--- config.mk ---
export PLATFORM = sky130hd
export DESIGN_NAME = sbwc_standby_wakeup_control
export DESIGN_NICKNAME = d
export VERILOG_FILES = /design/src/logic/sbwc_standby_wakeup_control.sv /design/src/logic/sbwc_edge_detect.sv
export SDC_FILE = /design/constraint.sdc
export NUM_CORES = 1
export LEC_CHECK = 0
export CELL_PAD_IN_SITES_DETAIL_PLACEMENT = 2
export CELL_PAD_IN_SITES_GLOBAL_PLACEMENT = 2
export CORE_UTILIZATION = 43
export CTS_CLUSTER_DIAMETER = 40
export DETAILED_ROUTE_END_ITERATION = 8
export DONT_BUFFER_PORTS = 1
export GPL_TIMING_DRIVEN = 0
export PLACE_DENSITY_LB_ADDON = 0.1
export SYNTH_ARGS = -nofsm -noshare
export SYNTH_HDL_FRONTEND = slang
export SYNTH_HIERARCHICAL = 1
export SYNTH_SLANG_ARGS = --single-unit
--- constraint.sdc ---
create_clock -name ref_clk_in -period 3.87 [get_ports ref_clk_in]
set_clock_uncertainty 0.15 [all_clocks]
set_input_delay 0.1935 -clock ref_clk_in [delete_from_list [all_inputs] [get_ports ref_clk_in]]
set_output_delay 0.1935 -clock ref_clk_in [all_outputs]
set_load 0.02 [all_outputs]
--- src/logic/sbwc_standby_wakeup_control.sv ---
package sbwc_pkg;

  typedef enum logic [1:0] {
    SBWC_RUN,
    SBWC_STANDBY,
    SBWC_WARMUP
  } sbwc_state_type;

  typedef struct packed {
    logic osc;   // Oscillator running
    logic wdt;   // Watchdog clocked
    logic chip;  // Rest of chip clocked
  } sbwc_clk_gate_type;

  localparam int unsigned SBWC_WDT_CNT_W = 10;
  localparam int unsigned SBWC_WDT_SEL_W = 3;
  // Log2 of the warm-up length in cycles, per clock select code
  localparam logic [3:0] SBWC_WDT_SHIFT [8] = '{
    4'h2, 4'h3, 4'h4, 4'h5, 4'h6, 4'h7, 4'h8, 4'h9
  };
  localparam sbwc_clk_gate_type SBWC_GATE_RESET = '{osc: 1'h1, wdt: 1'h1, chip: 1'h1};

endpackage

module sbwc_standby_wakeup_control
  import sbwc_pkg::*;
(
  input  wire logic                      ref_clk_in,                // 100 MHz reference
  input  wire logic                      rst_b_in,                  // Reset pin, active low
  input  wire logic                      manual_reset_in,           // Manual reset request
  input  wire logic                      nmi_pin_in,                // Interrupt pin level
  input  wire logic                      nmi_edge_select_in,        // 1 rising, 0 falling
  input  wire logic                      standby_bit_in,            // Standby bit of control reg
  input  wire logic                      sleep_exec_in,             // Sleep instruction pulse
  input  wire logic [SBWC_WDT_SEL_W-1:0] watchdog_clock_select_in,  // Warm-up length code
  output sbwc_clk_gate_type              clk_gate_out,              // Clock gating enables
  output logic                           standby_out,               // In standby or warm-up
  output logic                           wdt_overflow_out,          // Clock-stable pulse
  output logic                           nmi_exception_out,         // Exception start pulse
  output logic                           nmi_accept_out             // Interrupt accepted pulse
);

  sbwc_state_type                state_q;
  sbwc_state_type                state_d;
  logic [SBWC_WDT_CNT_W-1:0]     wdt_cnt_q;
  sbwc_clk_gate_type             gate_q;
  logic                          standby_q;
  logic                          ovf_q;
  logic                          exc_q;
  logic                          accept_q;
  logic                          nmi_edge;
  logic                          wdt_ovf;

  function automatic logic [SBWC_WDT_CNT_W-1:0] sbwc_wdt_limit(
    input logic [SBWC_WDT_SEL_W-1:0] sel);
    sbwc_wdt_limit = SBWC_WDT_CNT_W'((1 << SBWC_WDT_SHIFT[sel]) - 1);
  endfunction

  sbwc_edge_detect u_edge (
    .ref_clk_in  (ref_clk_in),
    .rst_b_in    (rst_b_in),
    .pin_in      (nmi_pin_in),
    .rise_sel_in (nmi_edge_select_in),
    .edge_out    (nmi_edge)
  );

  assign wdt_ovf = (state_q == SBWC_WARMUP) &&
                   (wdt_cnt_q == sbwc_wdt_limit(watchdog_clock_select_in));

  always_comb begin
    state_d = state_q;
    case (state_q)
      SBWC_RUN: begin
        if (sleep_exec_in && standby_bit_in && !manual_reset_in) begin
          state_d = SBWC_STANDBY;
        end
      end
      SBWC_STANDBY: begin
        if (manual_reset_in) begin
          state_d = SBWC_RUN;
        end else if (nmi_edge) begin
          state_d = SBWC_WARMUP;
        end
      end
      SBWC_WARMUP: begin
        if (manual_reset_in || wdt_ovf) begin
          state_d = SBWC_RUN;
        end
      end
      default: begin
        state_d = SBWC_RUN;
      end
    endcase
  end

  // Power-on reset cancels standby whatever the watchdog is doing
  always_ff @(posedge ref_clk_in or negedge rst_b_in) begin
    if (!rst_b_in) begin
      state_q <= SBWC_RUN;
    end else begin
      state_q <= state_d;
    end
  end

  // Watchdog counts only while it alone is clocked
  always_ff @(posedge ref_clk_in or negedge rst_b_in) begin
    if (!rst_b_in) begin
      wdt_cnt_q <= '0;
    end else if (state_d == SBWC_WARMUP && state_q == SBWC_WARMUP) begin
      wdt_cnt_q <= wdt_cnt_q + SBWC_WDT_CNT_W'(1);
    end else begin
      wdt_cnt_q <= '0;
    end
  end

  always_ff @(posedge ref_clk_in or negedge rst_b_in) begin
    if (!rst_b_in) begin
      gate_q <= SBWC_GATE_RESET;
    end else begin
      gate_q.osc  <= (state_d != SBWC_STANDBY);
      gate_q.wdt  <= (state_d != SBWC_STANDBY);
      gate_q.chip <= (state_d == SBWC_RUN);
    end
  end

  always_ff @(posedge ref_clk_in or negedge rst_b_in) begin
    if (!rst_b_in) begin
      standby_q <= 1'h0;
    end else begin
      standby_q <= (state_d != SBWC_RUN);
    end
  end

  always_ff @(posedge ref_clk_in or negedge rst_b_in) begin
    if (!rst_b_in) begin
      ovf_q <= 1'h0;
      exc_q <= 1'h0;
    end else begin
      ovf_q <= wdt_ovf;
      exc_q <= wdt_ovf && !manual_reset_in;
    end
  end

  // Normal acceptance while running
  always_ff @(posedge ref_clk_in or negedge rst_b_in) begin
    if (!rst_b_in) begin
      accept_q <= 1'h0;
    end else begin
      accept_q <= nmi_edge && (state_q == SBWC_RUN);
    end
  end

  assign clk_gate_out      = gate_q;
  assign standby_out       = standby_q;
  assign wdt_overflow_out  = ovf_q;
  assign nmi_exception_out = exc_q;
  assign nmi_accept_out    = accept_q;

  a_sleep_enters_standby: assert property (@(posedge ref_clk_in) disable iff (!rst_b_in)
    (state_q == SBWC_RUN && sleep_exec_in && standby_bit_in && !manual_reset_in)
    |=> (standby_out && !clk_gate_out.chip && !clk_gate_out.osc))
    else $error("sleep with standby bit did not stop clock");

  a_exit_has_cause: assert property (@(posedge ref_clk_in) disable iff (!rst_b_in)
    $fell(standby_out) |-> ($past(manual_reset_in) || $past(wdt_ovf)))
    else $error("standby left without a valid cause");

  a_wake_restarts_osc: assert property (@(posedge ref_clk_in) disable iff (!rst_b_in)
    (state_q == SBWC_STANDBY && nmi_edge && !manual_reset_in)
    |=> (clk_gate_out.osc && clk_gate_out.wdt && !clk_gate_out.chip))
    else $error("edge in standby did not restart oscillator");

  a_warmup_wdt_only: assert property (@(posedge ref_clk_in) disable iff (!rst_b_in)
    (state_q == SBWC_WARMUP) |-> (clk_gate_out.wdt && !clk_gate_out.chip))
    else $error("chip clocked during warm-up");

  a_wdt_min_period: assert property (@(posedge ref_clk_in) disable iff (!rst_b_in)
    ($rose(state_q == SBWC_WARMUP) && watchdog_clock_select_in == 3'h0)
    ##0 (!manual_reset_in && watchdog_clock_select_in == 3'h0) [*4]
    |=> (clk_gate_out.chip && nmi_exception_out))
    else $error("warm-up length wrong for select 0");

  a_overflow_releases: assert property (@(posedge ref_clk_in) disable iff (!rst_b_in)
    (wdt_ovf && !manual_reset_in)
    |=> (clk_gate_out.chip && !standby_out && nmi_exception_out && wdt_overflow_out))
    else $error("overflow did not release chip");

  a_reset_cancels: assert property (@(posedge ref_clk_in)
    (!$past(rst_b_in) && rst_b_in) |-> (!standby_out && clk_gate_out.chip))
    else $error("reset did not cancel standby");

  a_fall_accept: assert property (@(posedge ref_clk_in) disable iff (!rst_b_in)
    (state_q == SBWC_RUN && !nmi_edge_select_in && $fell(nmi_pin_in))
    |-> ##2 (nmi_accept_out || $past(state_q) != SBWC_RUN))
    else $error("falling edge not accepted");

  a_rise_accept: assert property (@(posedge ref_clk_in) disable iff (!rst_b_in)
    (state_q == SBWC_RUN && nmi_edge_select_in && $rose(nmi_pin_in))
    |-> ##2 (nmi_accept_out || $past(state_q) != SBWC_RUN))
    else $error("rising edge not accepted");

  c_standby_entry: cover property (@(posedge ref_clk_in) disable iff (!rst_b_in)
    $rose(state_q == SBWC_STANDBY));

  c_nmi_wakeup: cover property (@(posedge ref_clk_in) disable iff (!rst_b_in)
    nmi_exception_out);

  c_manual_exit: cover property (@(posedge ref_clk_in) disable iff (!rst_b_in)
    (state_q != SBWC_RUN && manual_reset_in));

endmodule // sbwc_standby_wakeup_control

--- src/logic/sbwc_edge_detect.sv ---
module sbwc_edge_detect (
  input  wire logic ref_clk_in,   // Always-on reference clock
  input  wire logic rst_b_in,     // Async reset, active low
  input  wire logic pin_in,       // Interrupt pin level
  input  wire logic rise_sel_in,  // 1 selects rising edge, 0 falling
  output logic      edge_out      // One-cycle pulse on selected edge
);

  logic prev_q;
  logic edge_q;

  function automatic logic sbwc_sel_edge(input logic prev, input logic cur, input logic rise);
    sbwc_sel_edge = rise ? (~prev & cur) : (prev & ~cur);
  endfunction

  // Runs on the reference clock, which keeps going while the chip clock is gated
  always_ff @(posedge ref_clk_in or negedge rst_b_in) begin
    if (!rst_b_in) begin
      prev_q <= 1'h0;
    end else begin
      prev_q <= pin_in;
    end
  end

  always_ff @(posedge ref_clk_in or negedge rst_b_in) begin
    if (!rst_b_in) begin
      edge_q <= 1'h0;
    end else begin
      edge_q <= sbwc_sel_edge(prev_q, pin_in, rise_sel_in);
    end
  end

  assign edge_out = edge_q;

  a_edge_rise_pulse: assert property (@(posedge ref_clk_in) disable iff (!rst_b_in)
    (rise_sel_in && $rose(pin_in)) |=> edge_out)
    else $error("rising edge not flagged");

  a_edge_fall_pulse: assert property (@(posedge ref_clk_in) disable iff (!rst_b_in)
    (!rise_sel_in && $fell(pin_in)) |=> edge_out)
    else $error("falling edge not flagged");

endmodule // sbwc_edge_detect

Yosys cells after proc, flatten, opt, wreduce, memory -nomap -nowiden
Memory sizes are Yosys's and may differ from the RTL's. Cells that the tools add are included.

Add/subtract/negate cells: 2. $lt $le $gt $ge: 1. Equality and inequality tests: 5. Shift operators: 1. Mux-type cells: 9. Bitwise logic cells: 5. Reduce and logical (&&, ||, !) cells: 11.

Operator list (count): $add A10 B1 Y10 const B (1); $eq A10 B10 Y1 (1); $mux W10 (1); $shl A1 B4 Y10 const A (1); $sub A10 B2 Y10 const B (1); $mux W2 (4); $mux W4 (2); $logic_and A1 B1 Y1 (6); $pmux W2 S3 (1); $eq A2 B2 Y1 const B (2); $ge A4 B4 Y1 const B (1); $logic_not A2 Y1 (2); $not A3 Y4 (1); $and A1 B1 Y1 (2); $eq A2 B1 Y1 const B (1); $ne A2 B1 Y1 const B (1); $not A1 Y1 (2); $reduce_bool A2 Y1 (1); $logic_not A1 Y1 (1); $logic_or A1 B1 Y1 (1); $mux W1 (1).

Register bits after elaboration: 20. Memory bits (read-only): 32. Memories: 1.

Memory list: (name not given) (words 8, bits a word 4, rd ports 1, clocked after Yosys merged registers in 0, wr ports 0, RTL line sbwc_standby_wakeup_control.sv:56) `sbwc_wdt_limit = SBWC_WDT_CNT_W'((1 << SBWC_WDT_SHIFT[sel]) - 1);`.

Logic depth before layout (Yosys ltp)
Gate-level depths: netlist of run 1.

Word-level depth: 14. Depth in mapped cells: 9. Mapped depth without buffers: 8.

Hierarchy
The synthesis of run 1 kept the hierarchy.

Modules (own cells, without submodules): sbwc_standby_wakeup_control (instances 1, cells an instance 102, area an instance 1119.8 sq um, sequential area each 452.9 sq um); sbwc_edge_detect (instances 1, cells an instance 5, area an instance 72.6 sq um, sequential area each 50.0 sq um).

Worst setup path before layout of run 1
No wires, ideal clock.

Path type: input -> register. Start: input watchdog_clock_select_in[2]. End: register standby_q (netlist: standby_out). Setup time: 0.129 ns. Data arrival time: 1.880 ns. Required time: 3.591 ns. Slack: 1.712 ns. Cell stages on the path: 9. Buffers on the path: 1. Cell sequence: inv_1 -> ha_1 -> nand2b_1 -> a211oi_1 -> a31oi_1 -> nor4_2 -> a311o_2 -> buf_8 -> o31ai_1.

Word-level cells in the longest chain between the ends: 12.

Ends and longest elaborated chain: start: declaration (RTL line sbwc_standby_wakeup_control.sv:35) `input wire logic [SBWC_WDT_SEL_W-1:0] watchdog_clock_select_in,`; $not A3 Y4 (implied by the code) (RTL line sbwc_standby_wakeup_control.sv:56); $mem_v2 Z8 W4; $mux W4 (implied by the code) (2 in a row) (RTL line sbwc_standby_wakeup_control.sv:56); $shl A1 B4 Y10 (RTL line sbwc_standby_wakeup_control.sv:56); $sub A10 B2 Y10 (RTL line sbwc_standby_wakeup_control.sv:56); $eq A10 B10 Y1 (RTL line sbwc_standby_wakeup_control.sv:68) `(wdt_cnt_q == sbwc_wdt_limit(watchdog_clock_select_in));`; $logic_and A1 B1 Y1 (RTL line sbwc_standby_wakeup_control.sv:67) `assign wdt_ovf = (state_q == SBWC_WARMUP) &&`; $logic_or A1 B1 Y1 (RTL line sbwc_standby_wakeup_control.sv:86) `if (manual_reset_in || wdt_ovf) begin`; $mux W2 (RTL line sbwc_standby_wakeup_control.sv:86); $pmux W2 S3 (RTL line sbwc_standby_wakeup_control.sv:72) `case (state_q)`; $reduce_bool A2 Y1 (RTL line sbwc_standby_wakeup_control.sv:130) `standby_q <= (state_d != SBWC_RUN);`; end signal: assignment (RTL line sbwc_standby_wakeup_control.sv:130); end: declaration (RTL line sbwc_standby_wakeup_control.sv:47) `logic standby_q;`.

No other way between the ends. The select of a mux whose other input is x is not followed.

Worst setup path in the final report of run 1
Same ends and word-level chain as after synthesis.

==> results.yml, run 1 <==
min_path:
  worst_hold_startpoint: "sleep_exec_in"
  hold_path.class: "in -> reg"
  whs_path_depth: 2
finish:
  multi_input_area_sq_um: 637
  regArea_sq_um: 503
  utilization_pct: 52.4
  number_of_filler_cells_placed_in_the_layout: 255
  final_area_sq_mm: 0.00133
  n_antenna_cell: 0
  num-nets-final: 134
  post_layout_nonfiller_instances: 146
  area_delta_synth_final_pct: 11.8
  drive_above_1_share_pct: 20.7
sta:
  layout_setup_ws_ns: 1.52
  post_layout_min_period_ns: 2.35
  timing.setup.tns_ns: 0
  timing.fmax_mhz: 426
  timing.max_slew.rel_slack_pct: 37.7
  worst_pin_slew_ns: 0.931
  finalMaxSlewViolations: 0
  finalCritPeriodShare_pct: 60.7
  report.final.setup_viol: 0
  rsz_0062_raised_after_global_routing: "false"
  finalHoldViolations: 0
  finalHoldWorstSlack_ns: 0.000545
pwr:
  max-vdd-ir-drop_v: 0.000253
  combPwrFrac_pct: 12.4
  power_switching_share_pct: 24.3
  power.share.clock_pct: 38.3
  seqPwrFrac_pct: 49.3
  pd_cells_mw_per_mm2: 341
  report.power.total_mw: 0.454
  power.leakage_nw: 0.552
  p_sw_mw: 0.110
  cell_internal_pwr_mw: 0.344
setup_path:
  crit_buf_inv: 2
  path_cells: "inv_1 -> ha_1 -> nand2b_1 -> o21ai_0 -> nand4_1 -> nor4_2 -> a311o_2 -> buf_8 -> o31ai_1"
  r2r-end: "standby_out$_DFF_PN0_"
  startpoint: "watchdog_clock_select_in[2]"
  slowest_delay_ns: 0.38
  crit_type: "in -> reg"
  highest_net_fanout_along_the_worst_path: 10
  worstSetupEndpointType: "flip-flop"
  ff2ff_setup_slack_ns: 1.69
  startpoint_of_the_most_critical_register_to_register_path: "wdt_cnt_q[8]$_DFF_PN0_"
  critical_path.top_delay_family: "simple AND/OR/NAND/NOR gates"
  critical_path_depth: 9
  kind_of_start_point_of_the_critical_path: "input port"
  timing.critical_path.slowest_stage_cell: "sky130_fd_sc_hd__nor4_2"
  cp-endpoint: "standby_out$_DFF_PN0_"
  worst_reg2reg_path_depth: 7
  worst_ep_arrival_time_ns: 2.39
  crit_required_ns: 3.92
synth:
  mappedNetlistArea_sq_mm: 0.00119
  synthTopCellsByCount: "18 x sky130_fd_sc_hd__dfrtp_1, 8 x sky130_fd_sc_hd__nand2b_1, 8 x sky130_fd_sc_hd__xnor2_1, 8 x sky130_fd_sc_hd__xor2_1"
  library_cell_with_the_highest_instance_count_after_synthesis: "sky130_fd_sc_hd__dfrtp_1"
  syn_inst: 107
  synth_largest_type_area_fraction_pct: 37.8
  most_used_flip_flop_cell_after_synthesis: "sky130_fd_sc_hd__dfrtp_1"
  post_synth.cell_area_avg_sq_um: 11.1
  ys_ff_latch: 20
  yosysUniqueCellTypes: 38
  yosysSeqAreaShare_pct: 42.2
  synth-edff-count: 0
  post_synth_main_area_contributors: "sky130_fd_sc_hd__dfrtp_1 38%, sky130_fd_sc_hd__ha_1 7.3%, sky130_fd_sc_hd__nor2_4 6.6%"
  synthDominantAreaCellType: "sky130_fd_sc_hd__dfrtp_1"
  synth_nets: 124
  postSynth.asyncResetShare_pct: 100
  yosys_warnings: 6
place:
  detailedPlace.worstSlack_ns: 1.37
  globalplace.congestion: 0.778
  place.detailed.instances: 137
  detailedPlacementHpwl_mm: 2.15
  place.port_buffers: 0
  placed_cell_area_sq_mm: 0.00123
clocking:
  cts_htree_levels: 1
  cts.reportedPaths.clkPinSlew_ns: 0.12
  root_buffer: "sky130_fd_sc_hd__clkbuf_4"
  clock_latency_ns: 0.31
  cts.sinks: 20
  tritoncts: "done"
  max-clock-path-buffers: 2
  cts.repair_timing.setup_buffer_count: 0
  cts_made_buffers: 3
drt:
  avgRoutedWirePerCell_um: 22.7
  via_density: 5.85
  drtIter0Drc: 10
  drt-total-wl_mm: 3.32
  drc: 0
  via_count_of_the_routed_design: 854
  ant_nets: 0
  drt-pass1-iter-count: 4
floorplan:
  boundaryPins: 17
  design.die.area_sq_mm: 0.00299
  initial_utilization_pct: 46.9
  design.core.area_sq_mm: 0.00254
  chip_width_um: 54.7
  fp-row-count: 18
  chipHeight_um: 54.7
global_routing:
  global_route_wire_length_before_repair_mm: 5.11
  antenna_violations_before_repair: 0
  grt_remaining_overflow: 0
  pin_count_of_the_biggest_net_entering_global_routing: 21
  vias_in_the_first_global_route: 939
  gr-usage-all-layers_pct: 26.5
run:
  maxCapViolCount: 0
outcome:
  outcome: "finished, final reports clean"
[sequential cells by signal, indices dropped and copies added, names as in the netlist]
register	count
clk_gate_out	2
u_edge/edge_out	1
u_edge/prev_q	1
nmi_accept_out	1
standby_out	1
nmi_exception_out	1
wdt_cnt_q	10
wdt_overflow_out	1
state_q	2
[power by group through the flow]
stage	clock network [mW]	logic [mW]	registers, mW
floorplan	0	0.0350	0.227
global placement	0	0.0403	0.227
detailed placement	0	0.0432	0.228
CTS	0.177	0.0543	0.224
global route	0.187	0.0612	0.225
finish	0.174	0.0564	0.224
[layer usage]
layer	wire length [um]	part of all wire, %	track usage [%]
met5	0	0	0
met3	95	2.9	6.39
met4	103	3.1	9.83
met2	1810	54	48.8
met1	1310	40	28.8
[worst reg2reg max path, stage by stage (launching register included)]
cell and delay, ns:
sky130_fd_sc_hd__dfrtp_1 0.45, sky130_fd_sc_hd__a21boi_0 0.15, sky130_fd_sc_hd__a211oi_1 0.22, sky130_fd_sc_hd__a31oi_1 0.09
sky130_fd_sc_hd__nor4_2 0.38, sky130_fd_sc_hd__a311o_2 0.30, sky130_fd_sc_hd__buf_8 0.20, sky130_fd_sc_hd__o31ai_1 0.12
[area by class of cell]
type,count,area share (%)
timing repair buffer,5,3.76
sequential,20,37.7
multi-input combinational,79,47.8
tap,30,2.82
clock buffer,3,1.69
clock inverter,1,2.25
buffer,3,2.54
inverter,5,1.41
[cell usage in the layout, fill, tap and decap left out, types with 3 or more instances in the layout]
cell type                       netlist  routed
sky130_fd_sc_hd__dlygate4sd3_1        0       5
sky130_fd_sc_hd__nand2b_1             8       8
sky130_fd_sc_hd__nor2_1               3       3
sky130_fd_sc_hd__inv_1                4       4
sky130_fd_sc_hd__and3_1               3       3
sky130_fd_sc_hd__nand3_1              7       7
sky130_fd_sc_hd__ha_1                 7       7
sky130_fd_sc_hd__clkbuf_4             0       3
sky130_fd_sc_hd__xnor2_1              8       8
sky130_fd_sc_hd__dfrtp_1             18      18
sky130_fd_sc_hd__nor2_4               7       7
sky130_fd_sc_hd__xor2_1               8       8
[repair_timing]
item                                    in CTS  in global routing
gates resized for setup                      0                  0
hold buffers                                 5                  0
hold endpoints to repair                    29                  0
endpoints found under the setup margin       0                  0
[worst min path at each step]
| stage | end |
|---|---|
| after floorplan | nmi_accept_out$_DFF_PN0_ |
| final | clk_gate_out[1]$_DFF_PN1_ |
| after detailed placement | nmi_exception_out$_DFF_PN0_ |
| after global placement | wdt_cnt_q[7]$_DFF_PN0_ |
| after global routing | clk_gate_out[1]$_DFF_PN1_ |
| after CTS | clk_gate_out[1]$_DFF_PN1_ |
[logic make-up after synthesis]
kind of cell | Yosys count | synth area share (%)
buffers and inverters | 8 | 4.41
and+or+nand+nor | 41 | 24.6
adders and majority gates | 7 | 7.34
xor gates and xnor gates | 16 | 11.8
AOI/OAI and AO/OA | 15 | 9.76
DFF | 20 | 42.2
No activity file was read; power rests on OpenSTA's default activity.
==> run 2, diff against run 1 <==
- CORE_UTILIZATION: 43 -> 36
- clock period: 3.87 -> 1.9 ns (I/O delays scaled with it)
==> results.yml, run 2 (same netlist as run 1, synthesis figures left out) <==
outcome:
  outcome: "finished with violations"
  failing_checks: "negative setup slack"
sta:
  worst_pin_slew_ns: 0.887
  finalMaxSlewViolations: 0
  post_layout_min_period_ns: 1.92
  finalHoldViolations: 0
  finalCritPeriodShare_pct: 101
  timing.setup.tns_ns: -0.0273
  timing.max_slew.rel_slack_pct: 40.7
  report.final.setup_viol: 6
  layout_setup_ws_ns: -0.0164
  timing.fmax_mhz: 522
  rsz_0062_raised_after_global_routing: "true"
finish:
  drive_above_1_share_pct: 26.4
  regMostFlops: "wdt_cnt_q"
  area_delta_synth_final_pct: 21.2
  layout.cells.most_common: "sky130_fd_sc_hd__dfrtp_1"
  num-nets-final: 139
  number_of_flip_flops_under_the_largest_register_name: 10
  n_antenna_cell: 0
  post_layout_nonfiller_instances: 165
  layout_common_cells: "17 x sky130_fd_sc_hd__dfrtp_1, 8 x sky130_fd_sc_hd__xnor2_1, 8 x sky130_fd_sc_hd__xor2_1"
global_routing:
  vias_in_the_first_global_route: 914
  grt_remaining_overflow: 0
  pin_count_of_the_biggest_net_entering_global_routing: 21
  gr-usage-all-layers_pct: 16.9
  global_route_wire_length_before_repair_mm: 4.46
  antenna_violations_before_repair: 0
clocking:
  cts.reportedPaths.clkPinSlew_ns: 0.11
  max-clock-path-buffers: 2
  cts.sinks: 20
  root_buffer: "sky130_fd_sc_hd__clkbuf_4"
  clock_latency_ns: 0.30
  cts_made_buffers: 3
  cts_htree_levels: 1
  tritoncts: "done"
drt:
  drt-pass1-iter-count: 4
  drt-total-wl_mm: 2.70
  via_density: 5.02
  drc: 0
  drtIter0Drc: 20
  via_count_of_the_routed_design: 828
  avgRoutedWirePerCell_um: 16.3
  ant_nets: 0
pwr:
  max-vdd-ir-drop_v: 0.000387
  power_switching_share_pct: 24.8
  power.leakage_nw: 0.589
  report.power.total_mw: 0.823
  power.share.clock_pct: 29.7
  combPwrFrac_pct: 15.0
  p_sw_mw: 0.204
  pd_cells_mw_per_mm2: 569
  cell_internal_pwr_mw: 0.619
  seqPwrFrac_pct: 55.3
setup_path:
  timing.critical_path.slowest_stage_cell: "sky130_fd_sc_hd__dfrtp_1"
  startpoint_of_the_most_critical_register_to_register_path: "wdt_cnt_q[8]$_DFF_PN0_"
  kind_of_start_point_of_the_critical_path: "flip-flop"
  critical_path.top_delay_family: "compound AO/OA/AOI/OAI gates"
  worst_ep_arrival_time_ns: 1.96
  crit_buf_inv: 1
  crit_type: "reg -> reg"
  slowest_delay_ns: 0.42
  ff2ff_setup_slack_ns: -0.02
  worstSetupEndpointType: "flip-flop"
  path_cells: "a21boi_1 -> a211oi_2 -> a31oi_1 -> nor4_2 -> a311o_2 -> buf_12 -> o31ai_1"
  r2r-end: "standby_out$_DFF_PN0_"
  crit_required_ns: 1.94
  worst_reg2reg_path_depth: 7
  highest_net_fanout_along_the_worst_path: 5
min_path:
  hold_path_end: "wdt_overflow_out$_DFF_PN0_"
  whs_path_depth: 5
  hold_path.class: "in -> reg"
  worst_hold_startpoint: "watchdog_clock_select_in[0]"
floorplan:
  design.die.area_sq_mm: 0.00355
  initial_utilization_pct: 38.4
  chip_width_um: 59.6
  boundaryPins: 17
  design.core.area_sq_mm: 0.00310
  chipHeight_um: 59.6
  fp-row-count: 20
place:
  globalplace.congestion: 0.687
  place.port_buffers: 0
  detailedPlacementHpwl_mm: 1.83
  place.detailed.instances: 151
run:
  maxCapViolCount: 0
[run 2: repair_timing]
item,CTS,global route
gates resized for setup,0,4
pin swaps,3,2
buffers inserted,1,1
endpoints found under the setup margin,12,13
hold endpoints to repair,37,0
hold buffers,7,0
gates cloned,0,1
[run 2: power by group through the flow]
stage / registers [mW] / clock network [mW] / logic, mW
2_1_floorplan: 0.461 / 0 / 0.0801
3_3_place_gp: 0.463 / 0 / 0.0917
3_5_place_dp: 0.463 / 0 / 0.0956
4_1_cts: 0.455 / 0.254 / 0.121
5_1_grt: 0.457 / 0.266 / 0.136
6_report: 0.455 / 0.244 / 0.123
[run 2: how the worst max path moves through the flow]
stage                                      startpoint                    end  slack [ns]  cells after the start
after floorplan           watchdog_clock_select_in[1]  standby_out$_DFF_PN0_       -0.02                      9
after global placement    watchdog_clock_select_in[1]  standby_out$_DFF_PN0_       -0.15                      9
after detailed placement  watchdog_clock_select_in[2]  standby_out$_DFF_PN0_       -0.19                      9
after CTS                      wdt_cnt_q[3]$_DFF_PN0_  standby_out$_DFF_PN0_       0.003                      6
after global routing           wdt_cnt_q[8]$_DFF_PN0_  standby_out$_DFF_PN0_       -0.12                      7
final                          wdt_cnt_q[8]$_DFF_PN0_  standby_out$_DFF_PN0_       -0.02                      7
[run 2: tightest hold or removal path, stage by stage]
cell and delay (ns):
sky130_fd_sc_hd__nor4b_2 0.03, sky130_fd_sc_hd__xnor2_1 0.17, sky130_fd_sc_hd__nor4_2 0.06, sky130_fd_sc_hd__nand3_1 0.08, sky130_fd_sc_hd__nor2_1 0.04
[run 2: routing by layer]
layer / GRT usage, % / up-vias / wire length, um
met5: 0 / - / 0
met4: 1.99 / 0 / 13
met3: 3.93 / 2 / 94
met2: 27.8 / 16 / 1320
met1: 23.3 / 413 / 1270
li1: - / 397 / -
[run 2: cell type report]
type | instances | area, sq um
tap | 44 | 55.1
fill | 348 | 1660
timing repair buffer | 10 | 110
buffer | 3 | 38.8
multi-input combinational | 79 | 662
clock buffer | 4 | 36.3
sequential | 20 | 504
inverter | 5 | 38.8
[run 2: metrics by stage]
step / utilization, % / hold slack, ns / setup WS [ns] / area (sq um)
after detailed placement: 41.7 / -0.350 / -0.186 / 1290
after floorplan: - / -0.351 / -0.0249 / 1240
after global placement: 41.7 / -0.350 / -0.149 / 1290
final: 46.6 / 0.0553 / -0.0164 / 1450
after global routing: 46.6 / 0.101 / -0.121 / 1450
after CTS: 45.3 / 0.0303 / 0.00291 / 1410
